--- config.mk ---
export PLATFORM = sky130hd
export DESIGN_NAME = timer_channel_status_flags
export DESIGN_NICKNAME = d
export VERILOG_FILES = /design/src/include/channel_status_pkg.sv /design/src/core/timer_channel_status_flags.sv
export VERILOG_INCLUDE_DIRS = /design/src /design/src/include
export SDC_FILE = /design/constraint.sdc
export NUM_CORES = 1
export LEC_CHECK = 0
export BUFFER_PORTS_ARGS = -buffer_cell sky130_fd_sc_hd__buf_2
export CAP_MARGIN = 20
export CORE_MARGIN = 2
export CORE_UTILIZATION = 41
export CTS_CLUSTER_SIZE = 30
export DETAILED_ROUTE_END_ITERATION = 16
export HOLD_SLACK_MARGIN = 0.03
export PLACE_DENSITY = 0.79
export REMOVE_ABC_BUFFERS = 1
export SYNTH_ARGS = -nofsm -noshare
export SYNTH_HDL_FRONTEND = slang
export SYNTH_SLANG_ARGS = --single-unit
--- constraint.sdc ---
create_clock -name clock -period 1.3 [get_ports clock]
set_input_delay 0.065 -clock clock [delete_from_list [all_inputs] [get_ports clock]]
set_output_delay 0.065 -clock clock [all_outputs]
set_load 0.02 [all_outputs]
--- src/include/channel_status_params.svh ---
// Offsets, field positions, reset values and counts of the channel status block.
// Assumes byte addresses on a 32-bit classic Wishbone bus, one word per register.
`ifndef CHANNEL_STATUS_PARAMS_SVH
`define CHANNEL_STATUS_PARAMS_SVH

// ----------------------------------------
// Register map
// ----------------------------------------
`define CS_MAX_CHANNELS     6
`define CS_CH_IDX_W         3
`define CS_STATUS_BASE      8'h00
`define CS_STATUS_STRIDE    8'h04
`define CS_ADR_W            8

// ----------------------------------------
// Fields of channel_status
// ----------------------------------------
`define CS_DIR_BIT          7
`define CS_RSV6_BIT         6
`define CS_UNF_BIT          5
`define CS_OVF_BIT          4

// ----------------------------------------
// Reset values
// ----------------------------------------
`define CS_DIR_RESET        1'b1
`define CS_FULL_MASK_RESET  6'h36

`endif

--- src/include/channel_status_pkg.sv ---
// Types shared by the channel status block and its surroundings.
// Assumes channel_status_params.svh is compiled in the same unit.
`include "channel_status_params.svh"

package channel_status_pkg;

    // ----------------------------------------
    // Per-channel events from the counter datapath
    // ----------------------------------------
    typedef struct packed {
        logic [`CS_MAX_CHANNELS-1:0] overflow;
        logic [`CS_MAX_CHANNELS-1:0] underflow;
        logic [`CS_MAX_CHANNELS-1:0] count_up;
        logic [`CS_MAX_CHANNELS-1:0] phase_mode;
    } counter_events_s;

    // ----------------------------------------
    // Flags presented to the rest of the timer
    // ----------------------------------------
    typedef struct packed {
        logic [`CS_MAX_CHANNELS-1:0] count_direction_flag;
        logic [`CS_MAX_CHANNELS-1:0] underflow_flag;
        logic [`CS_MAX_CHANNELS-1:0] overflow_flag;
    } status_flags_s;

    // ----------------------------------------
    // Whole state of the block
    // ----------------------------------------
    typedef struct packed {
        status_flags_s                flags;
        logic [`CS_MAX_CHANNELS-1:0] unf_armed;
        logic [`CS_MAX_CHANNELS-1:0] ovf_armed;
        logic                         ack;
        logic [31:0]                  rdata;
    } state_s;

endpackage

--- src/core/timer_channel_status_flags.sv ---
// Status flags of the channels of a multi-channel 16-bit timer, on a Wishbone slave.
// Assumes the counter datapath delivers wrap events and direction on the same clock.
// Wrap events must be one-cycle pulses; a held wrap keeps setting its flag.
`timescale 1ns/100ps
`include "channel_status_params.svh"

module timer_channel_status_flags #(
    parameter int                          NUM_CHANNELS = `CS_MAX_CHANNELS,
    parameter logic [`CS_MAX_CHANNELS-1:0] FULL_MASK    = `CS_FULL_MASK_RESET
) (
    input  wire logic                                  clock,
    input  wire logic                                  resetn,
    input  wire logic                                  wb_cyc_i,
    input  wire logic                                  wb_stb_i,
    input  wire logic                                  wb_we_i,
    input  wire logic [`CS_ADR_W-1:0]                  wb_adr_i,
    input  wire logic [3:0]                            wb_sel_i,
    input  wire logic [31:0]                           wb_dat_i,
    output wire logic [31:0]                           wb_dat_o,
    output wire logic                                  wb_ack_o,
    input  wire channel_status_pkg::counter_events_s   counter_events,
    output wire channel_status_pkg::status_flags_s     status_flags
);

    // ----------------------------------------
    // Elaboration checks
    // ----------------------------------------
    if (NUM_CHANNELS < 1 || NUM_CHANNELS > `CS_MAX_CHANNELS) begin : g_bad_count
        $error("NUM_CHANNELS out of range");
    end

    if ((1 << `CS_CH_IDX_W) < `CS_MAX_CHANNELS) begin : g_bad_index
        $error("Channel index too narrow");
    end

    if (`CS_STATUS_STRIDE < 8'h04) begin : g_bad_stride
        $error("Status stride below one word");
    end

    if (NUM_CHANNELS * `CS_STATUS_STRIDE + `CS_STATUS_BASE > (1 << `CS_ADR_W)) begin : g_bad_span
        $error("Status registers do not fit the address space");
    end

    if (`CS_DIR_BIT > 7 || `CS_RSV6_BIT > 7 || `CS_UNF_BIT > 7 || `CS_OVF_BIT > 7) begin : g_bad_field
        $error("Status field outside the byte");
    end

    if (`CS_UNF_BIT == `CS_OVF_BIT || `CS_DIR_BIT == `CS_RSV6_BIT) begin : g_bad_overlap
        $error("Status fields overlap");
    end

    if (`CS_UNF_BIT == `CS_RSV6_BIT || `CS_OVF_BIT == `CS_RSV6_BIT) begin : g_bad_reserved
        $error("Flag placed on the reserved bit");
    end

    // ----------------------------------------
    // State
    // ----------------------------------------
    channel_status_pkg::state_s s_r;
    channel_status_pkg::state_s s_nxt;

    logic                        req;
    logic                        take;
    logic                        mapped;
    logic [`CS_CH_IDX_W-1:0]     ch_idx;
    logic                        wr_commit;
    logic [`CS_MAX_CHANNELS-1:0] populated;
    logic [`CS_MAX_CHANNELS-1:0] full;
    logic [`CS_MAX_CHANNELS-1:0] hit;
    logic [`CS_MAX_CHANNELS-1:0] rd_hit;
    logic [`CS_MAX_CHANNELS-1:0] wr_hit;
    logic [`CS_MAX_CHANNELS-1:0] unf_event;
    logic [`CS_MAX_CHANNELS-1:0] ovf_event;
    logic [`CS_MAX_CHANNELS-1:0] unf_clear;
    logic [`CS_MAX_CHANNELS-1:0] ovf_clear;
    logic [`CS_MAX_CHANNELS-1:0] unf_arm;
    logic [`CS_MAX_CHANNELS-1:0] ovf_arm;

    // ----------------------------------------
    // Helpers
    // ----------------------------------------
    // Address to channel index; offsets step one word per channel
    function automatic logic [`CS_CH_IDX_W-1:0] chan_of(input logic [`CS_ADR_W-1:0] adr);
        logic [`CS_ADR_W-1:0] rel;
        rel = adr - `CS_STATUS_BASE;
        return rel[`CS_CH_IDX_W+1:2];
    endfunction

    // Only aligned words inside the populated channels answer with data
    function automatic logic is_mapped(input logic [`CS_ADR_W-1:0] adr);
        logic [`CS_ADR_W-1:0] rel;
        rel = adr - `CS_STATUS_BASE;
        return (adr >= `CS_STATUS_BASE)
            && (rel[1:0] == 2'h0)
            && (rel < `CS_ADR_W'(NUM_CHANNELS * `CS_STATUS_STRIDE));
    endfunction

    // Status byte as software sees it
    function automatic logic [7:0] status_byte(
        input channel_status_pkg::status_flags_s f,
        input logic [`CS_CH_IDX_W-1:0]           ch
    );
        logic [7:0] b;
        b = 8'h00;
        b[`CS_RSV6_BIT] = 1'b1;
        if (FULL_MASK[ch]) begin
            b[`CS_DIR_BIT] = f.count_direction_flag[ch];
            b[`CS_UNF_BIT] = f.underflow_flag[ch];
        end else begin
            b[`CS_DIR_BIT] = 1'b1;
            b[`CS_UNF_BIT] = 1'b0;
        end
        b[`CS_OVF_BIT] = f.overflow_flag[ch];
        return b;
    endfunction

    // Whole bus word for a read; unmapped words and upper bytes read zero
    function automatic logic [31:0] read_word(
        input channel_status_pkg::status_flags_s f,
        input logic [`CS_CH_IDX_W-1:0]           ch,
        input logic                              hit_any
    );
        logic [31:0] w;
        w = 32'h00000000;
        if (hit_any) begin
            w[7:0] = status_byte(f, ch);
        end
        return w;
    endfunction

    // Channels present in this build; the rest stay at reset values
    function automatic logic [`CS_MAX_CHANNELS-1:0] populated_mask();
        logic [`CS_MAX_CHANNELS-1:0] m;
        m = '0;
        for (int i = 0; i < `CS_MAX_CHANNELS; i++) begin
            if (i < NUM_CHANNELS) begin
                m[i] = 1'b1;
            end
        end
        return m;
    endfunction

    // One-hot select of the addressed channel
    function automatic logic [`CS_MAX_CHANNELS-1:0] channel_decode(input logic [`CS_CH_IDX_W-1:0] ch);
        logic [`CS_MAX_CHANNELS-1:0] d;
        d = '0;
        for (int i = 0; i < `CS_MAX_CHANNELS; i++) begin
            if (ch == `CS_CH_IDX_W'(i)) begin
                d[i] = 1'b1;
            end
        end
        return d;
    endfunction

    // Sticky flag: the event wins over a clear in the same cycle
    function automatic logic [`CS_MAX_CHANNELS-1:0] sticky_next(
        input logic [`CS_MAX_CHANNELS-1:0] evt,
        input logic [`CS_MAX_CHANNELS-1:0] flag,
        input logic [`CS_MAX_CHANNELS-1:0] clear
    );
        return evt | (flag & ~clear);
    endfunction

    // Arming: a read of a one arms, a committed write to the same channel disarms
    function automatic logic [`CS_MAX_CHANNELS-1:0] arm_next(
        input logic [`CS_MAX_CHANNELS-1:0] armed,
        input logic [`CS_MAX_CHANNELS-1:0] arm,
        input logic [`CS_MAX_CHANNELS-1:0] disarm
    );
        return (armed | arm) & ~disarm;
    endfunction

    // Zero written to one bit, spread over all channels
    function automatic logic [`CS_MAX_CHANNELS-1:0] zero_written(
        input logic [31:0] dat,
        input int          bitpos
    );
        return {`CS_MAX_CHANNELS{~dat[bitpos]}};
    endfunction

    // Reset image of the whole state; direction reads as counting up
    function automatic channel_status_pkg::state_s reset_state();
        channel_status_pkg::state_s r;
        r                            = '0;
        r.flags.count_direction_flag = {`CS_MAX_CHANNELS{`CS_DIR_RESET}};
        r.flags.underflow_flag       = '0;
        r.flags.overflow_flag        = '0;
        r.unf_armed                  = '0;
        r.ovf_armed                  = '0;
        r.ack                        = 1'b0;
        r.rdata                      = 32'h00000000;
        return r;
    endfunction

    // ----------------------------------------
    // Next state
    // ----------------------------------------
    always_comb begin
        s_nxt     = s_r;
        s_nxt.ack = 1'b0;

        // ----------------------------------------
        // Bus decode
        // ----------------------------------------
        req       = wb_cyc_i & wb_stb_i;
        take      = req & ~s_r.ack;
        ch_idx    = chan_of(wb_adr_i);
        mapped    = is_mapped(wb_adr_i);
        populated = populated_mask();
        full      = FULL_MASK & populated;
        hit       = '0;
        if (mapped) begin
            hit = channel_decode(ch_idx) & populated;
        end
        rd_hit = '0;
        if (take && !wb_we_i) begin
            rd_hit = hit;
        end
        // Writes land on the edge where the master sees ack, not before
        wr_commit = req & wb_we_i & s_r.ack & wb_sel_i[0];
        wr_hit    = '0;
        if (wr_commit) begin
            wr_hit = hit;
        end

        // ----------------------------------------
        // Bus answer
        // ----------------------------------------
        // One cycle after the request; ack drops the cycle after
        if (take) begin
            s_nxt.ack   = 1'b1;
            s_nxt.rdata = read_word(s_r.flags, ch_idx, !wb_we_i && mapped);
        end

        // ----------------------------------------
        // Wrap events and software clears
        // ----------------------------------------
        unf_event = full & counter_events.phase_mode & counter_events.underflow;
        ovf_event = populated & counter_events.overflow;
        // Reading a one arms the later clearing write
        unf_arm   = rd_hit & s_r.flags.underflow_flag;
        ovf_arm   = rd_hit & s_r.flags.overflow_flag;
        // Writing one, or zero without the read, leaves the flag
        unf_clear = wr_hit & s_r.unf_armed & zero_written(wb_dat_i, `CS_UNF_BIT);
        ovf_clear = wr_hit & s_r.ovf_armed & zero_written(wb_dat_i, `CS_OVF_BIT);

        // ----------------------------------------
        // Flag and arming update
        // ----------------------------------------
        // Set wins over the clear so a coincident wrap is not lost
        s_nxt.flags.underflow_flag = sticky_next(unf_event, s_r.flags.underflow_flag, unf_clear);
        s_nxt.flags.overflow_flag  = sticky_next(ovf_event, s_r.flags.overflow_flag, ovf_clear);
        // Any write to the channel with the status byte selected consumes its arming, so a stale read cannot clear
        s_nxt.unf_armed = arm_next(s_r.unf_armed, unf_arm, wr_hit);
        s_nxt.ovf_armed = arm_next(s_r.ovf_armed, ovf_arm, wr_hit);

        for (int i = 0; i < `CS_MAX_CHANNELS; i++) begin
            if (!populated[i]) begin
                // Absent channels hold their reset values
                s_nxt.flags.count_direction_flag[i] = `CS_DIR_RESET;
                s_nxt.flags.underflow_flag[i]       = 1'b0;
                s_nxt.flags.overflow_flag[i]        = 1'b0;
                s_nxt.unf_armed[i]                  = 1'b0;
                s_nxt.ovf_armed[i]                  = 1'b0;
            end else if (!full[i]) begin
                // No direction or underflow hardware on these channels
                s_nxt.flags.count_direction_flag[i] = `CS_DIR_RESET;
                s_nxt.flags.underflow_flag[i]       = 1'b0;
                s_nxt.unf_armed[i]                  = 1'b0;
            end else begin
                s_nxt.flags.count_direction_flag[i] = counter_events.count_up[i];
            end
        end
    end

    // ----------------------------------------
    // Register
    // ----------------------------------------
    always_ff @(posedge clock) begin
        if (!resetn) begin
            s_r <= reset_state();
        end else begin
            s_r <= s_nxt;
        end
    end

    // ----------------------------------------
    // Outputs, all straight from flip-flops
    // ----------------------------------------
    assign wb_ack_o     = s_r.ack;
    assign wb_dat_o     = s_r.rdata;
    assign status_flags = s_r.flags;

endmodule

==> flow_summary.toml, run 1 <==
[pwr]
p_total_mw = 2.15
power.density_cell_area_nw_per_um2 = 1010
cellLeakagePower_nw = 0.940
worst_ir_drop_vdd_v = 0.000453

[critical_path]
critPathCaptureType = "flip-flop"
worstPathCellList = "and4_1 -> nand4_1 -> buf_6 -> o31ai_4 -> a21boi_1"
critical_path.startpoint_type = "flip-flop"
cp_data_arrival_time_ps = 1510
critical_path_peak_fanout = 6
crit_type = "reg2reg"
critical-path-slowest-cell = "dfxtp_2"
worstPathRequired_ps = 1470
cpPeakStageDelay_ps = 340

[grt]
global_route.usage.total_pct = 16.4
global_route.overflow_total = 0
first_pass_grt_wire_length_um = 6320
grt_util_met2_pct = 28.3
use_met1_pct = 18.4
grt_start_max_net_pins = 29
groute.layer.met3.usage_pct = 6.10
number_of_antenna_violations_at_the_first_check_in_global_routing = 0
grt_most_used_layer = "met2"
via_count_of_the_first_global_routing_pass = 1389

[cts]
ctsHtreeMaxLevel = 2
clock_latency_ps = 280
clockRootBuffer = "clkbuf_8"
cts_tree = "yes"
max-clock-path-buffers = 2
post-cts-setup-buffer-count = 0
cts_buffers = 5
clk_pin_slew_ps = 60
clock_sinks = 29

[synthesis]
synth-async-reset-ratio_pct = 0
postSynthCellCount = 204
netlist.area_leader.share_pct = 32.9
synth_area_um2 = 1760
ys_types = 39
synthMostInstantiatedCell = "buf_4"
biggest_area_contributors_in_the_synthesized_netlist = "dfxtp_1 33%, buf_4 21%, a41oi_1 4.0%"
postSynthAreaPerCell_um2 = 8.64
synth_top_area_cell = "dfxtp_1"
yosys_most_used_dff = "dfxtp_1"
postSynthRegisterBits = 29
synth_common_cells = "50 x buf_4, 29 x dfxtp_1, 13 x nor2_1"
yosysWarnings = 0
synth-edff-count = 0
yosysSeqAreaShare_pct = 32.9

[die]
start_util_pct = 43.4
std_cell_rows = 23
die_w_um = 69.6
die-height_um = 69.6
floorplan.core_area_um2 = 4060
design.portCount = 124
dieArea_um2 = 4840

[detailed_routing]
routed-via-count = 1466
detailed_route_vias_per_instance = 4.79
wl_per_cell_um = 12.9
remaining_drc_errors = 0
totalWireLength_um = 3950
drt-initial-drc-count = 53
route.antenna.remaining_nets = 0
drt_pass1_iterations = 4

[run_status]
run_status = "finished, violations left"
violations_in_the_final_reports = "setup timing"

[placement]
dp_hpwl_um = 2740
placed_area_um2 = 1820
gpl.final_weighted_congestion = 0.826
place.detailed.instances = 286
io_buffers = 52

[finish]
area_delta_synth_final_pct = 20.9
final_cells = 306
footprint_of_the_multi_input_gates_um2 = 903
final_util_pct = 52.5
regArea_um2 = 582
final_design_area_no_fill_um2 = 2130
final_layout_size_suffix_gt1_share_pct = 33.2
layout.filler_cells = 387
antenna_cells = 0
nNetsFinal = 332

[flow_run]
drv.max_cap_violation_count = 0

[timing]
clock_skew_ps = 5.60
setup_slack_ps = -38.0
fin_hold_viols = 0
timing.setup.tns_ps = -96.4
final-max-slew-violation-count = 0
fin_crit_sh_pct = 103
final_period_minus_worst_setup_slack_ps = 1340
fmaxAchievable_mhz = 747
final-setup-viol-count = 3
grt_setup_unrepaired = "true"

[hold_path]
timing.hold.worst.class = "in2reg"
==> sequential cells by signal, summed over array words and instances (netlist names) <==
signal        count
s_r              10
status_flags     14
wb_ack_o          1
wb_dat_o          4
==> where the power goes <==
part / total (mW) / switching [mW] / internal, mW
registers: 0.951 / 0.0304 / 0.920
clock network: 0.815 / 0.338 / 0.477
logic: 0.388 / 0.246 / 0.142
==> layout by cell type, fill, tap and decap left out, drive strengths merged, types with 2 or more instances in the layout <==
cell type,count
nor4,3
dlygate4sd3,11
a41oi,8
a31oi,4
nand3b,3
o31ai,2
a21boi,3
o21ai,16
conb,32
nor2,13
nor3b,5
dfxtp,29
clkbuf,7
nand2b,4
nand3,4
buf,61
nand2,12
nor3,2
mux2i,2
ha,4
a21oi,8
nor2b,3
inv,9
==> metal layers <==
metal,vias to the layer above,part of all wire (%)
li1,721,-
met3,6,7.9
met2,68,48
met5,-,0
met1,671,43
met4,0,1.4
==> final timing paths <==
check	start	to	slack (ps)	cells after the start
hold / removal	counter_events[2]	status_flags[8]	30	3
setup reg to reg	wb_ack_o	status_flags[8]	-40	5
setup / recovery	wb_ack_o	status_flags[8]	-40	5
hold reg to reg	wb_dat_o[4]	wb_dat_o[4]	460	2
==> worst max-delay path: cells and delay by family, from the launching register on <==
family / cells / cell delay [ps]
buffers and inverters: 1 / 220
AOI/OAI and AO/OA: 2 / 320
and+or+nand+nor: 2 / 340
DFF: 1 / 340
==> metrics by stage <==
step,hold WS (ps),setup slack (ps)
after detailed placement,248,-64.1
final,33.6,-38.0
after global routing,48.0,-91.2
after global placement,248,-35.3
after floorplan,138,-191
after CTS,35.5,-13.3
==> layout make-up <==
| type | count | area share (%) |
|---|---|---|
| clock buffer | 7 | 4.52 |
| clock inverter | 1 | 0.235 |
| inverter | 9 | 1.58 |
| multi-input combinational | 138 | 42.4 |
| sequential | 29 | 27.3 |
| tap | 50 | 2.93 |
| timing repair buffer | 72 | 21.1 |
==> what timing repair did <==
action | 4_1_cts | 5_1_grt
endpoints found under the hold margin | 8 | 0
hold buffers | 11 | 0
gates resized for setup | 6 | 16
endpoints found under the setup margin | 5 | 23
pin swaps | 5 | 8
cloned | 1 | 0
==> logic make-up (layout without fill, tap and decap cells) <==
| group | count (synthesis) | in the layout | share of synthesized area (%) |
|---|---|---|---|
| buf+inv | 67 | 89 | 26.9 |
| simple gates | 54 | 54 | 17.3 |
| compound gates | 44 | 44 | 16.5 |
| flops | 29 | 29 | 32.9 |
| fa+ha+maj | 4 | 4 | 2.84 |
| mux | 4 | 4 | 3.05 |
| other cells | 2 | 32 | 0.426 |
No activity file was read; power rests on OpenSTA's default activity.
==> run 2: changes to the inputs <==
Settings changed: PLACE_DENSITY 0.79 to 0.8.
==> run 2 against run 1 <==
The run now ends clean. Utilization is 2.0 points lower. Clock-buffer cell count is 1 higher. Final cell count is 0.98% lower. Highest routed layer unchanged.
==> flow_summary.toml, run 2 (synthesis results as in run 1) <==
[run_status]
run_status = "finished, final reports clean"

[critical_path]
worstReg2RegStart = "wb_ack_o"
critPathCaptureType = "flip-flop"
regToRegSetupSlack_ps = 10
critical_path_peak_fanout = 6
critical_path.startpoint_type = "flip-flop"
critical_path.n_buffers_inverters = 2
worstPathRequired_ps = 1460
crit_cells = 6
worst_r2r_path_depth = 6
worstPathCellList = "and4_1 -> nand4_1 -> buf_6 -> nor2_4 -> buf_6 -> a41oi_2"
cp_data_arrival_time_ps = 1440
critical-path-slowest-cell = "dfxtp_2"
path_delay_family = "simple AND/OR/NAND/NOR gates"
crit_type = "reg2reg"
timing.rr.end = "status_flags[2]"
dominant_cell_type_by_count_on_the_critical_path = "buf_6"
cpPeakStageDelay_ps = 330
timing.critical_path.to = "status_flags[2]"
crit_start = "wb_ack_o"

[flow_run]
drv.max_cap_violation_count = 0

[pwr]
power.density_cell_area_nw_per_um2 = 983
cellLeakagePower_nw = 0.907
worst_ir_drop_vdd_v = 0.000603

[grt]
grt_start_max_net_pins = 29
global_route.overflow_total = 0
global_route.usage.total_pct = 15.5
number_of_antenna_violations_at_the_first_check_in_global_routing = 0
via_count_of_the_first_global_routing_pass = 1284
first_pass_grt_wire_length_um = 5980

[timing]
grt_setup_unrepaired = "true"
fin_hold_viols = 0
fmaxAchievable_mhz = 777
final-setup-viol-count = 0
final_period_minus_worst_setup_slack_ps = 1290
final-max-slew-violation-count = 0
fin_crit_sh_pct = 99.0
clock_skew_ps = 3.33
setup_slack_ps = 13.5

[cts]
clock_latency_ps = 280
clock_sinks = 29
clockRootBuffer = "clkbuf_8"
max-clock-path-buffers = 2
ctsHtreeMaxLevel = 2
cts_buffers = 5
clk_pin_slew_ps = 60
post-cts-setup-buffer-count = 0
cts_tree = "yes"

[detailed_routing]
drt_pass1_iterations = 4
totalWireLength_um = 3770
remaining_drc_errors = 0
wl_per_cell_um = 12.5
routed-via-count = 1443
route.antenna.remaining_nets = 0
drt-initial-drc-count = 79
detailed_route_vias_per_instance = 4.76

[die]
design.portCount = 124
floorplan.core_area_um2 = 4060
die_w_um = 69.6
die-height_um = 69.6
dieArea_um2 = 4840
std_cell_rows = 23
start_util_pct = 43.4

[placement]
place.detailed.instances = 286
dp_worst_setup_slack_ps = -46.2
dp_hpwl_um = 2740
io_buffers = 52
gpl.final_weighted_congestion = 0.788

[finish]
final_layout_size_suffix_gt1_share_pct = 31.6
final_cells = 303
nNetsFinal = 329
layout_common_cells = "53 x buf_2, 32 x conb_1, 28 x dfxtp_1, 12 x nand2_1, 12 x nor2_1"
leading_cell_type_in_the_layout_fill_and_taps_excluded = "buf_2"
largest_reg_flops = 14
antenna_cells = 0
area_delta_synth_final_pct = 16.3

[hold_path]
timing.hold.worst.class = "in2reg"
## run 2: cell count changes in the layout (fill, tap and decap cells not counted)
cell           before  now
o31ai_2             0    1
clkbuf_1            0    3
clkinv_2            1    0
dlygate4sd3_1      11    8
o31ai_4             2    0
nand2_2             1    0
clkbuf_8            7    5
buf_2              52   53
o21ai_1             8    7
buf_6               3    2
o31ai_1             0    1
o21ai_0             8    9
nand2_1            11   12
## run 2: what timing repair did
action / CTS / global route
resized for setup: 4 / 11
endpoints found under the hold margin: 6 / 0
hold buffers: 8 / 0
cloned: 1 / 0
endpoints found under the setup margin: 4 / 23
pin swaps: 2 / 5
## run 2: routing by layer
layer	track usage, %	vias to the layer above	share of wire (%)
li1	-	723	-
met1	18.4	647	44
met2	26.3	67	46
met3	5.52	6	8.5
met4	4.58	0	1.2
met5	0	-	0
## run 2: report_power, final
group	switching (mW)	internal, mW	total, mW
registers	0.0279	0.920	0.948
logic	0.243	0.133	0.376
clock network	0.311	0.379	0.690
## run 2: layout make-up
type	count	area [um^2]
sequential	29	582
tap	50	62.6
inverter	9	33.8
multi-input combinational	138	878
clock buffer	8	80.1
timing repair buffer	69	413
fill	383	2010
## run 2: worst min path at each step
stage,to,cells past startpoint,slack (ps),from
floorplan,status_flags[13],1,140,resetn
global placement,status_flags[17],2,250,counter_events[11]
detailed placement,status_flags[13],2,250,counter_events[7]
CTS,status_flags[8],3,30,counter_events[14]
global route,status_flags[8],3,50,counter_events[14]
finish,status_flags[8],3,30,counter_events[14]
## run 2: metrics by stage
step / instance area, um^2 / total power [mW] / setup TNS [ps] / util (%) / hold slack (ps)
final: 2050 / 2.01 / 0 / 50.5 / 31.3
after floorplan: 1440 / 1.17 / -1800 / - / 138
after global placement: 1820 / 1.31 / -65.9 / 44.8 / 248
after CTS: 2000 / 2.03 / -16.1 / 49.3 / 30.3
after detailed placement: 1820 / 1.31 / -66.7 / 44.8 / 251
after global routing: 2050 / 2.11 / -351 / 50.5 / 50.9
## run 2: worst reg2reg max path, delay by kind of cell (launching register included)
| family | cells | cell delay (ps) |
|---|---|---|
| simple gates | 3 | 390 |
| flops | 1 | 330 |
| buf+inv | 2 | 330 |
| compound gates | 1 | 110 |
==> run 3: changes to the inputs <==
Settings changed: CELL_PAD_IN_SITES_DETAIL_PLACEMENT from default to 0, CELL_PAD_IN_SITES_GLOBAL_PLACEMENT from default to 1, CORE_UTILIZATION 41 to 28, PLACE_DENSITY 0.8 to default, PLACE_DENSITY_LB_ADDON from default to 0.1.
==> run 3 against run 2 <==
Clock skew is 0.91 ps lower. Via count is 2.1% higher. Fmax is 0.29% lower. Clock power is 2% higher. Clock-buffer cell count stayed put. Worst hold slack better by 38 ps. Final cell count is 11% higher. Routed wire length is 9.1% higher. Critical endpoint is now status_flags[1]. Highest routed layer unchanged.
==> flow_summary.toml, run 3 (synthesis results as in run 1) <==
[run_status]
run_status = "finished, final reports clean"

[cts]
cts_tree = "yes"
clock_sinks = 29
ctsHtreeMaxLevel = 2
cts_buffers = 5
max-clock-path-buffers = 2
clockRootBuffer = "clkbuf_8"
clk_pin_slew_ps = 60
clock_latency_ps = 280

[timing]
setup_slack_ps = 9.77
fin_hold_viols = 0
fin_crit_sh_pct = 99.2
final_period_minus_worst_setup_slack_ps = 1290
final-setup-viol-count = 0
final-max-slew-violation-count = 0
fmaxAchievable_mhz = 775
grt_setup_unrepaired = "true"
clock_skew_ps = 2.42

[detailed_routing]
wl_per_cell_um = 12.2
routed-via-count = 1473
route.antenna.remaining_nets = 0
detailed_route_vias_per_instance = 4.37
totalWireLength_um = 4120
drt-initial-drc-count = 58
drt_pass1_iterations = 4
remaining_drc_errors = 0

[critical_path]
crit_type = "reg2reg"
worstPathRequired_ps = 1450
critical_path.n_buffers_inverters = 2
critical-path-slowest-cell = "dfxtp_2"
worstPathCellList = "and4_1 -> nand4_1 -> buf_6 -> nor2_4 -> buf_6 -> a41oi_1"
cpPeakStageDelay_ps = 330
critical_path.startpoint_type = "flip-flop"
cp_data_arrival_time_ps = 1440
critical_path_peak_fanout = 6
dominant_cell_type_by_count_on_the_critical_path = "buf_6"
path_delay_family = "simple AND/OR/NAND/NOR gates"
critPathCaptureType = "flip-flop"

[placement]
io_buffers = 52
dp_worst_setup_slack_ps = -39.1
gpl.final_weighted_congestion = 0.665
dp_hpwl_um = 3010

[pwr]
power.density_cell_area_nw_per_um2 = 963
cellLeakagePower_nw = 0.936
p_total_mw = 2.05
worst_ir_drop_vdd_v = 0.000447

[grt]
via_count_of_the_first_global_routing_pass = 1368
global_route.overflow_total = 0
number_of_antenna_violations_at_the_first_check_in_global_routing = 0
grt_start_max_net_pins = 26
first_pass_grt_wire_length_um = 6710
global_route.usage.total_pct = 12.1

[die]
die_w_um = 83.4
start_util_pct = 29.4
floorplan.core_area_um2 = 5990
dieArea_um2 = 6950
design.portCount = 124
die-height_um = 83.4
std_cell_rows = 28

[finish]
leading_cell_type_in_the_layout_fill_and_taps_excluded = "buf_2"
final_layout_size_suffix_gt1_share_pct = 31.3
largest_reg_flops = 14
layout.filler_cells = 658
nNetsFinal = 338
area_delta_synth_final_pct = 20.8
layout_common_cells = "53 x buf_2, 32 x conb_1, 28 x dfxtp_1"
antenna_cells = 0

[flow_run]
drv.max_cap_violation_count = 0

[hold_path]
timing.hold.worst.class = "in2reg"
## run 3: cell count changes in the layout (fill, tap and decap cells not counted), moves of 2 or more
cell / previous run / this run
dlygate4sd3_1: 8 / 12
buf_4: 6 / 11
a41oi_2: 2 / 0
a41oi_1: 6 / 8
## run 3: tightest hold or removal path, cell delays in order
cell and delay, ps:
buf_2 90, nor3b_1 40, a21oi_1 120
## run 3: report_power, final
| part | switching [mW] | leakage [nW] | internal [mW] | total, mW |
|---|---|---|---|---|
| clock network | 0.327 | 0.0395 | 0.379 | 0.707 |
| registers | 0.0278 | 0.238 | 0.920 | 0.948 |
| logic | 0.246 | 0.658 | 0.149 | 0.395 |
## run 3: cell type report
class                   count  area, um^2  share of cell area [%]
inverters                   9        33.8                    1.59
flip-flops and latches     29         582                    27.3
clock buffers               8        80.1                    3.76
repair buffers             78         490                    23.0
multi-input cells         138         850                    39.9
well taps                  75        93.8                    4.41
## run 3: path summary, 6_finish.rpt
kind | end | startpoint | depth (start not counted) | slack (ps)
setup / recovery | status_flags[1] | wb_ack_o | 6 | 10
setup reg to reg | status_flags[1] | wb_ack_o | 6 | 10
hold reg to reg | status_flags[2] | s_r[35] | 1 | 460
hold / removal | status_flags[5] | counter_events[23] | 3 | 70
## run 3: repair_timing
item,in CTS,in global routing
hold buffers,12,0
resized for setup,8,4
pin swaps,2,2
endpoints found under the setup margin,4,21
setup buffers,0,0
cloned,1,0
endpoints found under the hold margin,8,0
## run 3: layer usage
| metal | vias to the layer above | GRT usage, % | routed length, um |
|---|---|---|---|
| met4 | 0 | 4.02 | 23 |
| met3 | 2 | 3.68 | 259 |
| li1 | 736 | - | - |
| met2 | 59 | 19.6 | 1950 |
| met1 | 676 | 15.3 | 1890 |
| met5 | - | 0 | 0 |
## run 3: stage by stage
step | hold WS, ps | cell area (um^2) | TNS (ps) | util [%] | instances
after global routing | 68.3 | 2130 | -655 | 35.5 | 337
final | 69.0 | 2130 | 0 | 35.5 | 337
after detailed placement | 252 | 1890 | -116 | 31.5 | 316
after CTS | 66.0 | 2120 | -102 | 35.4 | 337
after floorplan | 138 | 1440 | -1800 | - | 176
after global placement | 248 | 1890 | -125 | 31.5 | 316
